**src/design/mcd_map.svh**
```systemverilog
`ifndef MCD_MAP_SVH
`define MCD_MAP_SVH

// ----------------------------------------
// Widths and depths
// ----------------------------------------
`define MCD_INST_W      20
`define MCD_ADDR_W      11
`define MCD_STACK_DEPTH 4
`define MCD_PTR_W       2

// ----------------------------------------
// Instruction field positions
// ----------------------------------------
`define MCD_B_ALU       0
`define MCD_B_CLS_LO    3
`define MCD_B_CLS_HI    4
`define MCD_B_CTL       5
`define MCD_B_GATE      15
`define MCD_B_STORE     19
`define MCD_F_FUNC_HI   4
`define MCD_F_FUNC_LO   1
`define MCD_F_COND_HI   8
`define MCD_F_COND_LO   5
`define MCD_F_DEST_HI   8
`define MCD_F_DEST_LO   6
`define MCD_F_GRP_HI    14
`define MCD_F_GRP_LO    12
`define MCD_F_SUB_HI    18
`define MCD_F_SUB_LO    16
`define MCD_F_IMM_HI    16
`define MCD_F_IMM_LO    9
`define MCD_F_DIR_HI    19
`define MCD_F_DIR_LO    9

// ----------------------------------------
// Codes and reset values
// ----------------------------------------
`define MCD_GRP_PULSE   3'h1
`define MCD_GRP_MODE    3'h7
`define MCD_DEST_IMAGE  3'h4
`define MCD_DEST_SEQ    3'h5
`define MCD_FUNC_INCR   4'h2
`define MCD_ALL_OFF_N   8'hFF
`define MCD_ONE_HOT     8'h01
`define MCD_MODE_RESET  8'h00
`define MCD_BAND_MAX    8'hCF
`define MCD_LOOKUP_HIGH 3'h7
`define MCD_START_ADDR  11'h000
`define MCD_PTR_RESET   2'h3

`endif

```
**src/design/mcd_pkg.sv**
```systemverilog
package mcd_pkg;

  // ----------------------------------------
  // Clock phases and sequencer functions
  // ----------------------------------------
  typedef enum logic [1:0] {
    MCD_PH0 = 2'b00,
    MCD_PH1 = 2'b01,
    MCD_PH2 = 2'b10
  } mcd_phase_e;

  typedef enum logic [1:0] {
    MCD_SEQ_INCR    = 2'b00,
    MCD_SEQ_JMP_REG = 2'b01,
    MCD_SEQ_RETURN  = 2'b10,
    MCD_SEQ_JMP_DIR = 2'b11
  } mcd_seq_e;

  typedef struct packed {
    mcd_seq_e sel;
    logic     fileEnN;
    logic     push;
  } mcd_func_s;

  // Group 1 pulse outputs, code 7 down to code 0
  typedef struct packed {
    logic oddHammerLoadN;
    logic oddShiftLoadN;
    logic evenHammerLoadN;
    logic evenShiftLoadN;
    logic bandTimeoutClearN;
    logic ramAddrDownPulseN;
    logic ramAddrUpPulseN;
    logic writeSentinelPulseN;
  } mcd_pulse_s;

  // Group 7 mode latches, entry 7 down to entry 0
  typedef struct packed {
    logic imageAddrBit1;
    logic imageAddrBit0;
    logic demandIncrDisable;
    logic bandDriveEnable;
    logic sentinelBitN;
    logic formatMode;
    logic imageAddrSourceSel;
    logic ramOutEnable;
  } mcd_mode_s;

endpackage : mcd_pkg

```
**src/design/mcd_pin_sync.sv**
```systemverilog
module mcd_pin_sync #(
  parameter logic RESET_VAL = 1'b0
) (
  input  wire logic clk_sys,
  input  wire logic rstN,
  input  wire logic pinIn,
  output logic      level
);

  logic stage1_q;
  logic stage2_q;
  logic stage3_q;

  // ----------------------------------------
  // Three-stage capture, change on agreement
  // ----------------------------------------
  always_ff @(posedge clk_sys or negedge rstN) begin
    if (!rstN) begin
      stage1_q <= RESET_VAL;
      stage2_q <= RESET_VAL;
      stage3_q <= RESET_VAL;
      level    <= RESET_VAL;
    end else begin
      stage1_q <= pinIn;
      stage2_q <= stage1_q;
      stage3_q <= stage2_q;
      if (stage2_q == stage3_q) begin
        level <= stage3_q;
      end
    end
  end

endmodule : mcd_pin_sync

```
**src/design/mcd_return_stack.sv**
```systemverilog
`include "mcd_map.svh"

module mcd_return_stack (
  input  wire logic                   clk_sys,
  input  wire logic                   rstN,
  input  wire logic                   push,
  input  wire logic                   pop,
  input  wire logic [`MCD_ADDR_W-1:0] pushData,
  output logic      [`MCD_ADDR_W-1:0] top
);

  logic [`MCD_ADDR_W-1:0] entry_q [0:`MCD_STACK_DEPTH-1];
  logic [`MCD_PTR_W-1:0]  ptr_q;
  wire  [`MCD_PTR_W-1:0]  ptrUp = ptr_q + 2'h1;

  // ----------------------------------------
  // Pointer on last written entry
  // ----------------------------------------
  always_ff @(posedge clk_sys or negedge rstN) begin
    if (!rstN) begin
      ptr_q <= `MCD_PTR_RESET;
    end else if (push) begin
      ptr_q <= ptrUp;
    end else if (pop) begin
      ptr_q <= ptr_q - 2'h1;
    end
  end

  // Entry storage, oldest overwritten past four
  always_ff @(posedge clk_sys) begin
    if (push) begin
      entry_q[ptrUp] <= pushData;
    end
  end

  assign top = entry_q[ptr_q];
endmodule : mcd_return_stack

```
**src/design/mcd_top.sv**
```systemverilog
// Operation
// - Return stack holds four addresses, leaving in reverse order of entry.
// - Stack pointer marks last written entry; returns read that entry.
// - Condition true branches, false increments; subroutine jump (push) or return uses stack.
// - Control-enable keeps advance select high and the sequencer increments.
// - Bits 0C-0E decode into eight active-low group enables, one at once.
// - Group decoder needs bit 05, class bits 03/04/00, and NOR(0F, not phase one).
// - Group 1 makes timing pulses, group 7 holds set/reset levels.
// - Group 1 acts with its enable low and bit 13 low.
// - Codes 0-3: write sentinel, RAM address up, down, band timeout clear.
// - Codes 4-7 load even/odd shift and hammer; bit 13 set does nothing.
// - Group 7 latch: bits 10-12 pick entry, bit 13 gives value.
// - Entries: RAM enable, load mode, format, sentinel, band drive, demand, image bits.
// - Move-immediate copies a constant into destination chosen by bits 06-08.
// - Sequence address takes bits 09-13; other destinations take eight bits from 09.
// - Move-immediate sequencer function comes from bits 01-04, coded increment.
// - Three band-image memories; exactly one selected after band identification.
// - Input bus shows image data on select 0, band position on 1.
// - Band position counter of cascaded 4-bit stages advances per hammer pulse reset.
// - Band position counter clears on index rising; range at most 207.
// - Image address from register, or register bus 0-4 with top bits high.
// - Load mode 0 picks image address register, 1 the lookup address.
// - Image address register loads from output bus on its load strobe.
// - Demand strobe rising edge steps RAM address when demand disable is low.
`include "mcd_map.svh"

module mcd_top (
  input  wire logic                   clk_sys,
  input  wire logic                   resetn,
  input  wire logic [`MCD_INST_W-1:0] instWord,
  input  wire logic                   conditionIn,
  input  wire logic                   hammerPulseResetN,
  input  wire logic                   bandIndex,
  input  wire logic                   demandStrobeN,
  input  wire logic [7:0]             aluOutputBus,
  input  wire logic                   imageAddrLoadN,
  input  wire logic [4:0]             registerBusLow,
  input  wire logic                   bandImageSelectN,
  input  wire logic                   bandCountSelectN,
  input  wire logic [7:0]             imageMemData,
  input  wire logic [1:0]             bandImageSel,
  output logic      [`MCD_ADDR_W-1:0] microAddr,
  output logic                        advancePcN,
  output logic      [7:0]             controlGroupEnableN,
  output mcd_pkg::mcd_pulse_s         groupOnePulses,
  output mcd_pkg::mcd_mode_s          modeLatch,
  output logic                        bandDriveEnableN,
  output logic                        ramAddrIncrN,
  output logic      [7:0]             mviData,
  output logic      [7:0]             mviLoadN,
  output logic      [7:0]             imageMemAddr,
  output logic      [2:0]             imageMemSelectN,
  output logic      [7:0]             inputBus,
  output logic                        inputBusOe,
  output logic                        inbusMuxEnableN,
  output logic      [8:0]             bandPositionValue
);

  // ----------------------------------------
  // Reset release
  // ----------------------------------------
  logic rstMeta_q;
  logic rstN;

  always_ff @(posedge clk_sys or negedge resetn) begin
    if (!resetn) begin
      rstMeta_q <= 1'b0;
      rstN      <= 1'b0;
    end else begin
      rstMeta_q <= 1'b1;
      rstN      <= rstMeta_q;
    end
  end

  // ----------------------------------------
  // Pin synchronisers
  // ----------------------------------------
  logic hammerLevel;
  logic indexLevel;
  logic demandLevel;

  mcd_pin_sync #(.RESET_VAL(1'b1)) u_syncHammer (
    .clk_sys (clk_sys),
    .rstN    (rstN),
    .pinIn   (hammerPulseResetN),
    .level   (hammerLevel)
  );

  mcd_pin_sync #(.RESET_VAL(1'b0)) u_syncIndex (
    .clk_sys (clk_sys),
    .rstN    (rstN),
    .pinIn   (bandIndex),
    .level   (indexLevel)
  );

  mcd_pin_sync #(.RESET_VAL(1'b1)) u_syncDemand (
    .clk_sys (clk_sys),
    .rstN    (rstN),
    .pinIn   (demandStrobeN),
    .level   (demandLevel)
  );

  // ----------------------------------------
  // Three-phase cycle
  // ----------------------------------------
  mcd_pkg::mcd_phase_e phase_q;
  mcd_pkg::mcd_phase_e phase_d;

  always_comb begin
    unique case (phase_q)
      mcd_pkg::MCD_PH0: phase_d = mcd_pkg::MCD_PH1;
      mcd_pkg::MCD_PH1: phase_d = mcd_pkg::MCD_PH2;
      mcd_pkg::MCD_PH2: phase_d = mcd_pkg::MCD_PH0;
      default:          phase_d = mcd_pkg::MCD_PH0;
    endcase
  end

  wire phaseOne = phase_q == mcd_pkg::MCD_PH1;
  wire phaseTwo = phase_q == mcd_pkg::MCD_PH2;

  // ----------------------------------------
  // Instruction class decode
  // ----------------------------------------
  wire nonAlu    = ~instWord[`MCD_B_ALU];
  wire classZero = nonAlu & ~instWord[`MCD_B_CLS_LO] & ~instWord[`MCD_B_CLS_HI];
  wire ctlEnable = classZero & instWord[`MCD_B_CTL];
  wire moveImmediate = classZero & ~instWord[`MCD_B_CTL];
  wire condInstr = nonAlu & (instWord[`MCD_B_CLS_LO] | instWord[`MCD_B_CLS_HI]);
  wire condHolds = (instWord[`MCD_F_COND_HI:`MCD_F_COND_LO] == 4'h0) | conditionIn;

  // Advance select: low forces increment
  wire advPcN = nonAlu & (~condInstr | condHolds);
  wire [3:0] funcBits = (advPcN & ~ctlEnable) ?
                        instWord[`MCD_F_FUNC_HI:`MCD_F_FUNC_LO] :
                        `MCD_FUNC_INCR;
  wire mcd_pkg::mcd_func_s seqFunc = mcd_pkg::mcd_func_s'(funcBits);

  // ----------------------------------------
  // Microsequencer next address
  // ----------------------------------------
  logic [`MCD_ADDR_W-1:0] microAddr_q;
  logic [`MCD_ADDR_W-1:0] seqAddr_q;
  logic [`MCD_ADDR_W-1:0] stackTop;

  wire [`MCD_ADDR_W-1:0] pcInc = microAddr_q + 11'h001;
  wire [`MCD_ADDR_W-1:0] directAddr = instWord[`MCD_F_DIR_HI:`MCD_F_DIR_LO];
  wire stackPush = phaseTwo & ~seqFunc.fileEnN & seqFunc.push;
  wire stackPop  = phaseTwo & ~seqFunc.fileEnN & ~seqFunc.push;
  wire [`MCD_ADDR_W-1:0] microAddr_d =
      (seqFunc.sel == mcd_pkg::MCD_SEQ_INCR)    ? pcInc :
      (seqFunc.sel == mcd_pkg::MCD_SEQ_JMP_REG) ? seqAddr_q :
      (seqFunc.sel == mcd_pkg::MCD_SEQ_RETURN)  ? stackTop :
      directAddr;

  mcd_return_stack u_stack (
    .clk_sys  (clk_sys),
    .rstN     (rstN),
    .push     (stackPush),
    .pop      (stackPop),
    .pushData (pcInc),
    .top      (stackTop)
  );

  // ----------------------------------------
  // Control group decode
  // ----------------------------------------
  wire groupDecEn = ctlEnable & ~(instWord[`MCD_B_GATE] | ~phaseOne);
  wire [2:0] groupSel = instWord[`MCD_F_GRP_HI:`MCD_F_GRP_LO];
  wire [2:0] subSel = instWord[`MCD_F_SUB_HI:`MCD_F_SUB_LO];
  wire storeBit = instWord[`MCD_B_STORE];
  wire [7:0] groupDecN = groupDecEn ? ~(`MCD_ONE_HOT << groupSel) : `MCD_ALL_OFF_N;
  wire g1Act = ~groupDecN[`MCD_GRP_PULSE] & ~storeBit;
  wire [7:0] g1DecN = g1Act ? ~(`MCD_ONE_HOT << subSel) : `MCD_ALL_OFF_N;
  wire g7Write = ~groupDecN[`MCD_GRP_MODE];
  wire driveWrite = g7Write & (subSel == 3'h4);

  // ----------------------------------------
  // Move-immediate decode
  // ----------------------------------------
  wire [2:0] mviDest = instWord[`MCD_F_DEST_HI:`MCD_F_DEST_LO];
  wire [7:0] immByte = instWord[`MCD_F_IMM_HI:`MCD_F_IMM_LO];
  wire mviStrobe = moveImmediate & phaseOne;
  wire [7:0] mviLoadN_d = mviStrobe ? ~(`MCD_ONE_HOT << mviDest) : `MCD_ALL_OFF_N;
  wire loadSeq = mviStrobe & (mviDest == `MCD_DEST_SEQ);
  wire loadImageImm = mviStrobe & (mviDest == `MCD_DEST_IMAGE);

  // ----------------------------------------
  // Image addressing and memory select
  // ----------------------------------------
  logic [7:0] imageAddr_q;
  logic [7:0] modeBits_q;

  wire [7:0] imageMemAddr_d = modeBits_q[1] ?
                              {`MCD_LOOKUP_HIGH, registerBusLow} :
                              imageAddr_q;
  wire [2:0] imageMemSelectN_d = (bandImageSel == 2'h0) ? 3'b110 :
                                 (bandImageSel == 2'h1) ? 3'b101 : 3'b011;

  // ----------------------------------------
  // Band position and strobe edges
  // ----------------------------------------
  logic [3:0] bandLo_q;
  logic [3:0] bandHi_q;
  logic       hammerPrev_q;
  logic       indexPrev_q;
  logic       demandPrev_q;

  wire hammerRise = hammerLevel & ~hammerPrev_q;
  wire indexRise  = indexLevel & ~indexPrev_q;
  wire demandRise = demandLevel & ~demandPrev_q;
  wire bandAdvance = hammerRise & ({bandHi_q, bandLo_q} < `MCD_BAND_MAX);
  wire bandCarry = bandLo_q == 4'hF;
  wire ramIncr_d = ~((demandRise & ~modeBits_q[5]) | ~g1DecN[1]);

  // ----------------------------------------
  // Input bus multiplexer
  // ----------------------------------------
  wire muxOffN = bandImageSelectN & bandCountSelectN;
  wire [7:0] inputBus_d = bandImageSelectN ? {bandHi_q, bandLo_q} : imageMemData;

  // ----------------------------------------
  // Sequencer and phase registers
  // ----------------------------------------
  always_ff @(posedge clk_sys or negedge rstN) begin
    if (!rstN) begin
      phase_q     <= mcd_pkg::MCD_PH0;
      microAddr_q <= `MCD_START_ADDR;
      seqAddr_q   <= `MCD_START_ADDR;
      advancePcN  <= 1'b0;
    end else begin
      phase_q    <= phase_d;
      advancePcN <= advPcN;
      if (phaseTwo) begin
        microAddr_q <= microAddr_d;
      end
      if (loadSeq) begin
        seqAddr_q <= directAddr;
      end
    end
  end

  assign microAddr = microAddr_q;

  // Control group outputs and mode latch
  always_ff @(posedge clk_sys or negedge rstN) begin
    if (!rstN) begin
      controlGroupEnableN <= `MCD_ALL_OFF_N;
      groupOnePulses      <= mcd_pkg::mcd_pulse_s'(`MCD_ALL_OFF_N);
      modeBits_q          <= `MCD_MODE_RESET;
      bandDriveEnableN    <= 1'b1;
    end else begin
      controlGroupEnableN <= groupDecN;
      groupOnePulses      <= mcd_pkg::mcd_pulse_s'(g1DecN);
      if (g7Write) begin
        modeBits_q[subSel] <= storeBit;
      end
      if (driveWrite) begin
        bandDriveEnableN <= ~storeBit;
      end
    end
  end

  assign modeLatch        = mcd_pkg::mcd_mode_s'(modeBits_q);

  // Move-immediate and image address registers
  always_ff @(posedge clk_sys or negedge rstN) begin
    if (!rstN) begin
      mviLoadN        <= `MCD_ALL_OFF_N;
      mviData         <= 8'h00;
      imageAddr_q     <= 8'h00;
      imageMemAddr    <= 8'h00;
      imageMemSelectN <= 3'b110;
    end else begin
      mviLoadN        <= mviLoadN_d;
      mviData         <= immByte;
      imageMemAddr    <= imageMemAddr_d;
      imageMemSelectN <= imageMemSelectN_d;
      if (loadImageImm) begin
        imageAddr_q <= immByte;
      end else if (!imageAddrLoadN) begin
        imageAddr_q <= aluOutputBus;
      end
    end
  end

  // Band counter, edges and input bus
  always_ff @(posedge clk_sys or negedge rstN) begin
    if (!rstN) begin
      bandLo_q        <= 4'h0;
      bandHi_q        <= 4'h0;
      hammerPrev_q    <= 1'b1;
      indexPrev_q     <= 1'b0;
      demandPrev_q    <= 1'b1;
      ramAddrIncrN    <= 1'b1;
      inputBus        <= 8'h00;
      inputBusOe      <= 1'b0;
      inbusMuxEnableN <= 1'b1;
    end else begin
      hammerPrev_q    <= hammerLevel;
      indexPrev_q     <= indexLevel;
      demandPrev_q    <= demandLevel;
      ramAddrIncrN    <= ramIncr_d;
      inputBus        <= inputBus_d;
      inputBusOe      <= ~muxOffN;
      inbusMuxEnableN <= muxOffN;
      if (indexRise) begin
        bandLo_q <= 4'h0;
        bandHi_q <= 4'h0;
      end else if (bandAdvance) begin
        bandLo_q <= bandLo_q + 4'h1;
        if (bandCarry) begin
          bandHi_q <= bandHi_q + 4'h1;
        end
      end
    end
  end

  assign bandPositionValue = {1'b0, bandHi_q, bandLo_q};
endmodule : mcd_top

```
**config.mk**
```make
export PLATFORM = sky130hd
export DESIGN_NAME = mcd_top
export DESIGN_NICKNAME = d
export VERILOG_FILES = /design/src/design/mcd_pkg.sv /design/src/design/mcd_pin_sync.sv /design/src/design/mcd_return_stack.sv /design/src/design/mcd_top.sv
export VERILOG_INCLUDE_DIRS = /design/src /design/src/design
export SDC_FILE = /design/constraint.sdc
export NUM_CORES = 1
export LEC_CHECK = 0
export BUFFER_PORTS_ARGS = -buffer_cell sky130_fd_sc_hd__buf_2
export CORE_ASPECT_RATIO = 1.4
export CORE_UTILIZATION = 55
export CTS_BUF_LIST = sky130_fd_sc_hd__clkbuf_4
export CTS_CLUSTER_SIZE = 40
export DETAILED_ROUTE_END_ITERATION = 10
export GPL_TIMING_DRIVEN = 0
export PLACE_DENSITY = 0.8
export SLEW_MARGIN = 20
export SYNTH_ARGS = -nofsm -noshare
export SYNTH_HDL_FRONTEND = slang
export SYNTH_SLANG_ARGS = --single-unit
```
**constraint.sdc**
```tcl
create_clock -name clk_sys -period 7.4 [get_ports clk_sys]
set_input_delay 0.74 -clock clk_sys [delete_from_list [all_inputs] [get_ports clk_sys]]
set_output_delay 0.74 -clock clk_sys [all_outputs]
set_load 0.02 [all_outputs]
```
==> metrics.md <==
| Metric | Value |
|---|---|
| Mux cell area share after synthesis | 10.4% |
| Area Overhead vs Synth | 17.4% |
| Run status | completed |
| CP endpoint kind | flip-flop |
| Clock Pin Slew Worst Setup and Hold Paths | 150 ps |
| Clk buf depth | 2 |
| Num CTS Buffers | 17 |
| Required @ worst endpoint | 7760 ps |
| Crit path kind | flip-flop to flip-flop |
| Synth Area in Simple Gates | 11.9% |
| Final period util | 35.8% |
| Clk_lat worst skew | 560 ps |
| Final hold violations | 0 |
| Placement Setup Slack | 4310 ps |
| Post-synth EDFFs | 44 |
| # setup viols final | 0 |
| Number of detailed-route iterations in the first pass | 5 |
| Design Area, Final | 8050 um^2 |
| Leak | 3.50 nW |
| Final layout net count | 723 |
| Half-perimeter wire length after placement | 11.0 mm |
| Worst Path Arrival | 3010 ps |
| R2r setup slk | 4750 ps |
| Hold-fix buffers at CTS | 1 |
| Final max-slew violation count | 0 |
| Yosys cell types | 60 |
| Starting Density | 57.1% |
| All-Layer GR Usage | 24.4% |
| CTS root buf | clkbuf_4 |
| CTS tree | done |
| Area after DPL | 7750 um^2 |
| Final min period | 2650 ps |
| Vias | 4,653 |
| Total wire length | 14.7 mm |
| CTS H-tree lvls | 4 |
| YS warnings | 0 |
| Crit-path max FO | 9 |
| Adder-Cell Fraction of Synth Area | 2.08% |
| Number of cells upsized or downsized after cts | 0 |
| HP Class | primary input to flip-flop |
| RSZ-0062 raised after global routing | false |
| Final ANT Viol Nets | 0 |
| Die height | 134 um |
| Sequential area share after synthesis | 64.9% |
| P per Cell Area | 261 nW/um^2 |
| Largest net degree at the start of global routing | 60 |
| #FFs+latches synth | 167 |
| Worst vdd ir | 0.145 mV |
| Startpoint types | flip-flop |
| Initial antenna violation count | 1 |
| Primary FF master, synth | dfrtp_1 |
| First-pass GRT wire length | 23.3 mm |
| Synthesized Nets | 571 |
| Max capacitance violation total | 0 |
| Setup bufs post-CTS | 0 |
| Avg Inst Size Synth | 13.4 um^2 |
| Post-Synth XOR/XNOR Area | 2.04% |
| Compound-Gate Fraction of Synth Area | 5.88% |
| Total die area | 12,900 um^2 |
| Cells after Synth | 510 |
| Layout cell share with drive strength beyond 1 | 40.1% |
| Sum Neg Setup Slack | 0 ps |
| GPL Wtd Cong | 0.859 |
| Rows | 47 |
| Drt initial violations | 310 |
| Number of I/O port buffers | 130 |
| Fillers | 864 |
| Vias per cell | 5.65 |
| Die Wd | 96.3 um |
| Synthesized area | 6850 um^2 |
| Num ports | 136 |
| Worst-margin pin slew | 723 ps |
| Vias in the first global route | 4,740 |
| Largest family of logic cells by synthesized area | simple AND/OR/NAND/NOR gates |
| Worst Reg2Reg Path Length in Cells | 6 |
| FMAX | 378 MHz |
| Core area | 12,000 um^2 |
| Hold path cells | 1 |
| Normalized max-slew margin | 51.5% |
| # clock sinks | 167 |
| Clock Skew | 23.9 ps |
| Overflow after GRT | 0 |
| Wire per inst | 17.8 um |
| FFs w/ async S/R, synth | 73.7% |
| Final worst setup slack | 4750 ps |
| DRC Markers | 0 |
==> registers in the layout, indices dropped and copies added, names as in the netlist, 8 cells and up <==
| name | count |
|---|---|
| inputBus | 8 |
| mviData | 8 |
| imageMemAddr | 8 |
| microAddr | 11 |
| u_stack.entry_q | 44 |
| controlGroupEnableN | 8 |
| groupOnePulses | 8 |
| mviLoadN | 8 |
| modeLatch | 8 |
| seqAddr_q | 11 |
| imageAddr_q | 8 |
==> worst paths after layout <==
| path | startpoint | end |
|---|---|---|
| worst max-delay path | microAddr[0] | u_stack.entry_q[3][10] |
| worst max register to register | microAddr[0] | u_stack.entry_q[3][10] |
| worst min register to register | rstN | u_syncDemand.stage1_q |
| min in group asynchronous | rstN | u_syncDemand.stage1_q |
| max in group asynchronous | rstN | controlGroupEnableN[1] |
| worst min-delay path | demandStrobeN | u_syncDemand.stage1_q |
==> placed cells by master, fill, tap and decap left out, types with 15 or more instances in the layout <==
cell / count
nor2_1: 31
buf_2: 134
edfxtp_1: 44
clkbuf_4: 18
o21ai_0: 15
nand3_1: 15
inv_1: 18
dfrtp_1: 81
mux2_2: 32
dfstp_2: 41
nand2_1: 60
==> per-layer routing <==
metal  track usage [%]  routed length, um  up-vias
met5                 0                  0        -
met4              10.1                315        0
met3              5.95                973       27
met2              42.4               7910      197
met1              28.4               5460     2311
li1                  -                  -     2118
==> synth_stat cells, types with 2 or more instances <==
| cell | count | share of area (%) |
|---|---|---|
| nor3_1 | 4 | 0.29 |
| mux2i_1 | 14 | 2.0 |
| conb_1 | 2 | 0.11 |
| clkbuf_1 | 9 | 0.49 |
| a221o_1 | 4 | 0.58 |
| nor3b_1 | 2 | 0.22 |
| buf_4 | 2 | 0.22 |
| dfstp_2 | 41 | 16 |
| nand4_1 | 4 | 0.37 |
| dfrtp_1 | 82 | 30 |
| a31oi_1 | 3 | 0.27 |
| nor2b_1 | 11 | 1.0 |
| or2_2 | 6 | 0.55 |
| mux2_2 | 32 | 5.3 |
| o211ai_1 | 2 | 0.22 |
| nand2b_1 | 3 | 0.27 |
| and3_1 | 8 | 0.73 |
| a221oi_1 | 2 | 0.26 |
| xnor2_1 | 8 | 1.0 |
| inv_1 | 18 | 0.99 |
| buf_2 | 4 | 0.29 |
| maj3_1 | 3 | 0.44 |
| mux4_2 | 9 | 3.0 |
| o21ai_0 | 15 | 1.1 |
| or3_1 | 2 | 0.18 |
| edfxtp_1 | 44 | 19 |
| a22oi_1 | 4 | 0.44 |
| nor4_1 | 4 | 0.37 |
| nand2_1 | 60 | 3.3 |
| a22o_1 | 2 | 0.26 |
| nor2_2 | 2 | 0.18 |
| nand3_1 | 15 | 1.1 |
| xor2_1 | 8 | 1.0 |
| buf_1 | 3 | 0.16 |
| a21oi_1 | 13 | 0.95 |
| nor2_1 | 31 | 1.7 |
| ha_1 | 9 | 1.6 |
| a32o_1 | 2 | 0.29 |
| nor4_4 | 2 | 0.62 |
==> kinds of logic (layout without fill, tap and decap cells) <==
logic type	after synthesis	after routing
adder cells (fa/ha/maj)	12	12
flip-flops	167	167
other	2	3
multiplexers	56	56
AND/OR/NAND/NOR	160	160
AO/OA/AOI/OAI	58	58
XOR/XNOR	16	16
buffers and inverters	39	204
==> stage by stage <==
stage          hold slack (ps)  total power [mW]  std cells  utilization, %
4_1_cts                    230              2.11        822            67.0
5_1_grt                    218              2.21        823            67.1
6_report                   270              2.10        823            67.1
3_5_place_dp               329              1.60        789            64.6
2_1_floorplan              331              1.44        510               -
3_3_place_gp               334              1.57        787            64.1
==> layout make-up <==
class	count	area, um^2	area share [%]
timing repair buffer	133	716	8.90
multi-input combinational	304	2220	27.6
clock inverter	15	158	1.96
tap	147	184	2.29
buffer	21	113	1.40
antenna	1	2.50	0.0311
clock buffer	17	128	1.59
sequential	167	4450	55.4
inverter	18	67.6	0.840
==> worst max-delay path, cell delays in order (launching register included) <==
cell,delay (ps)
dfrtp_1,570
ha_1,220
clkdlybuf4s50_2,600
inv_1,70
or2_2,340
nor3_1,350
xor2_1,300
==> where the power goes <==
part / switching, mW / total [mW] / internal (mW)
Combinational: 0.259 / 0.446 / 0.187
Sequential: 0.0763 / 1.14 / 1.06
Clock: 0.363 / 0.518 / 0.155
Total: 0.699 / 2.10 / 1.40
(Power assumes the default switching activity.)
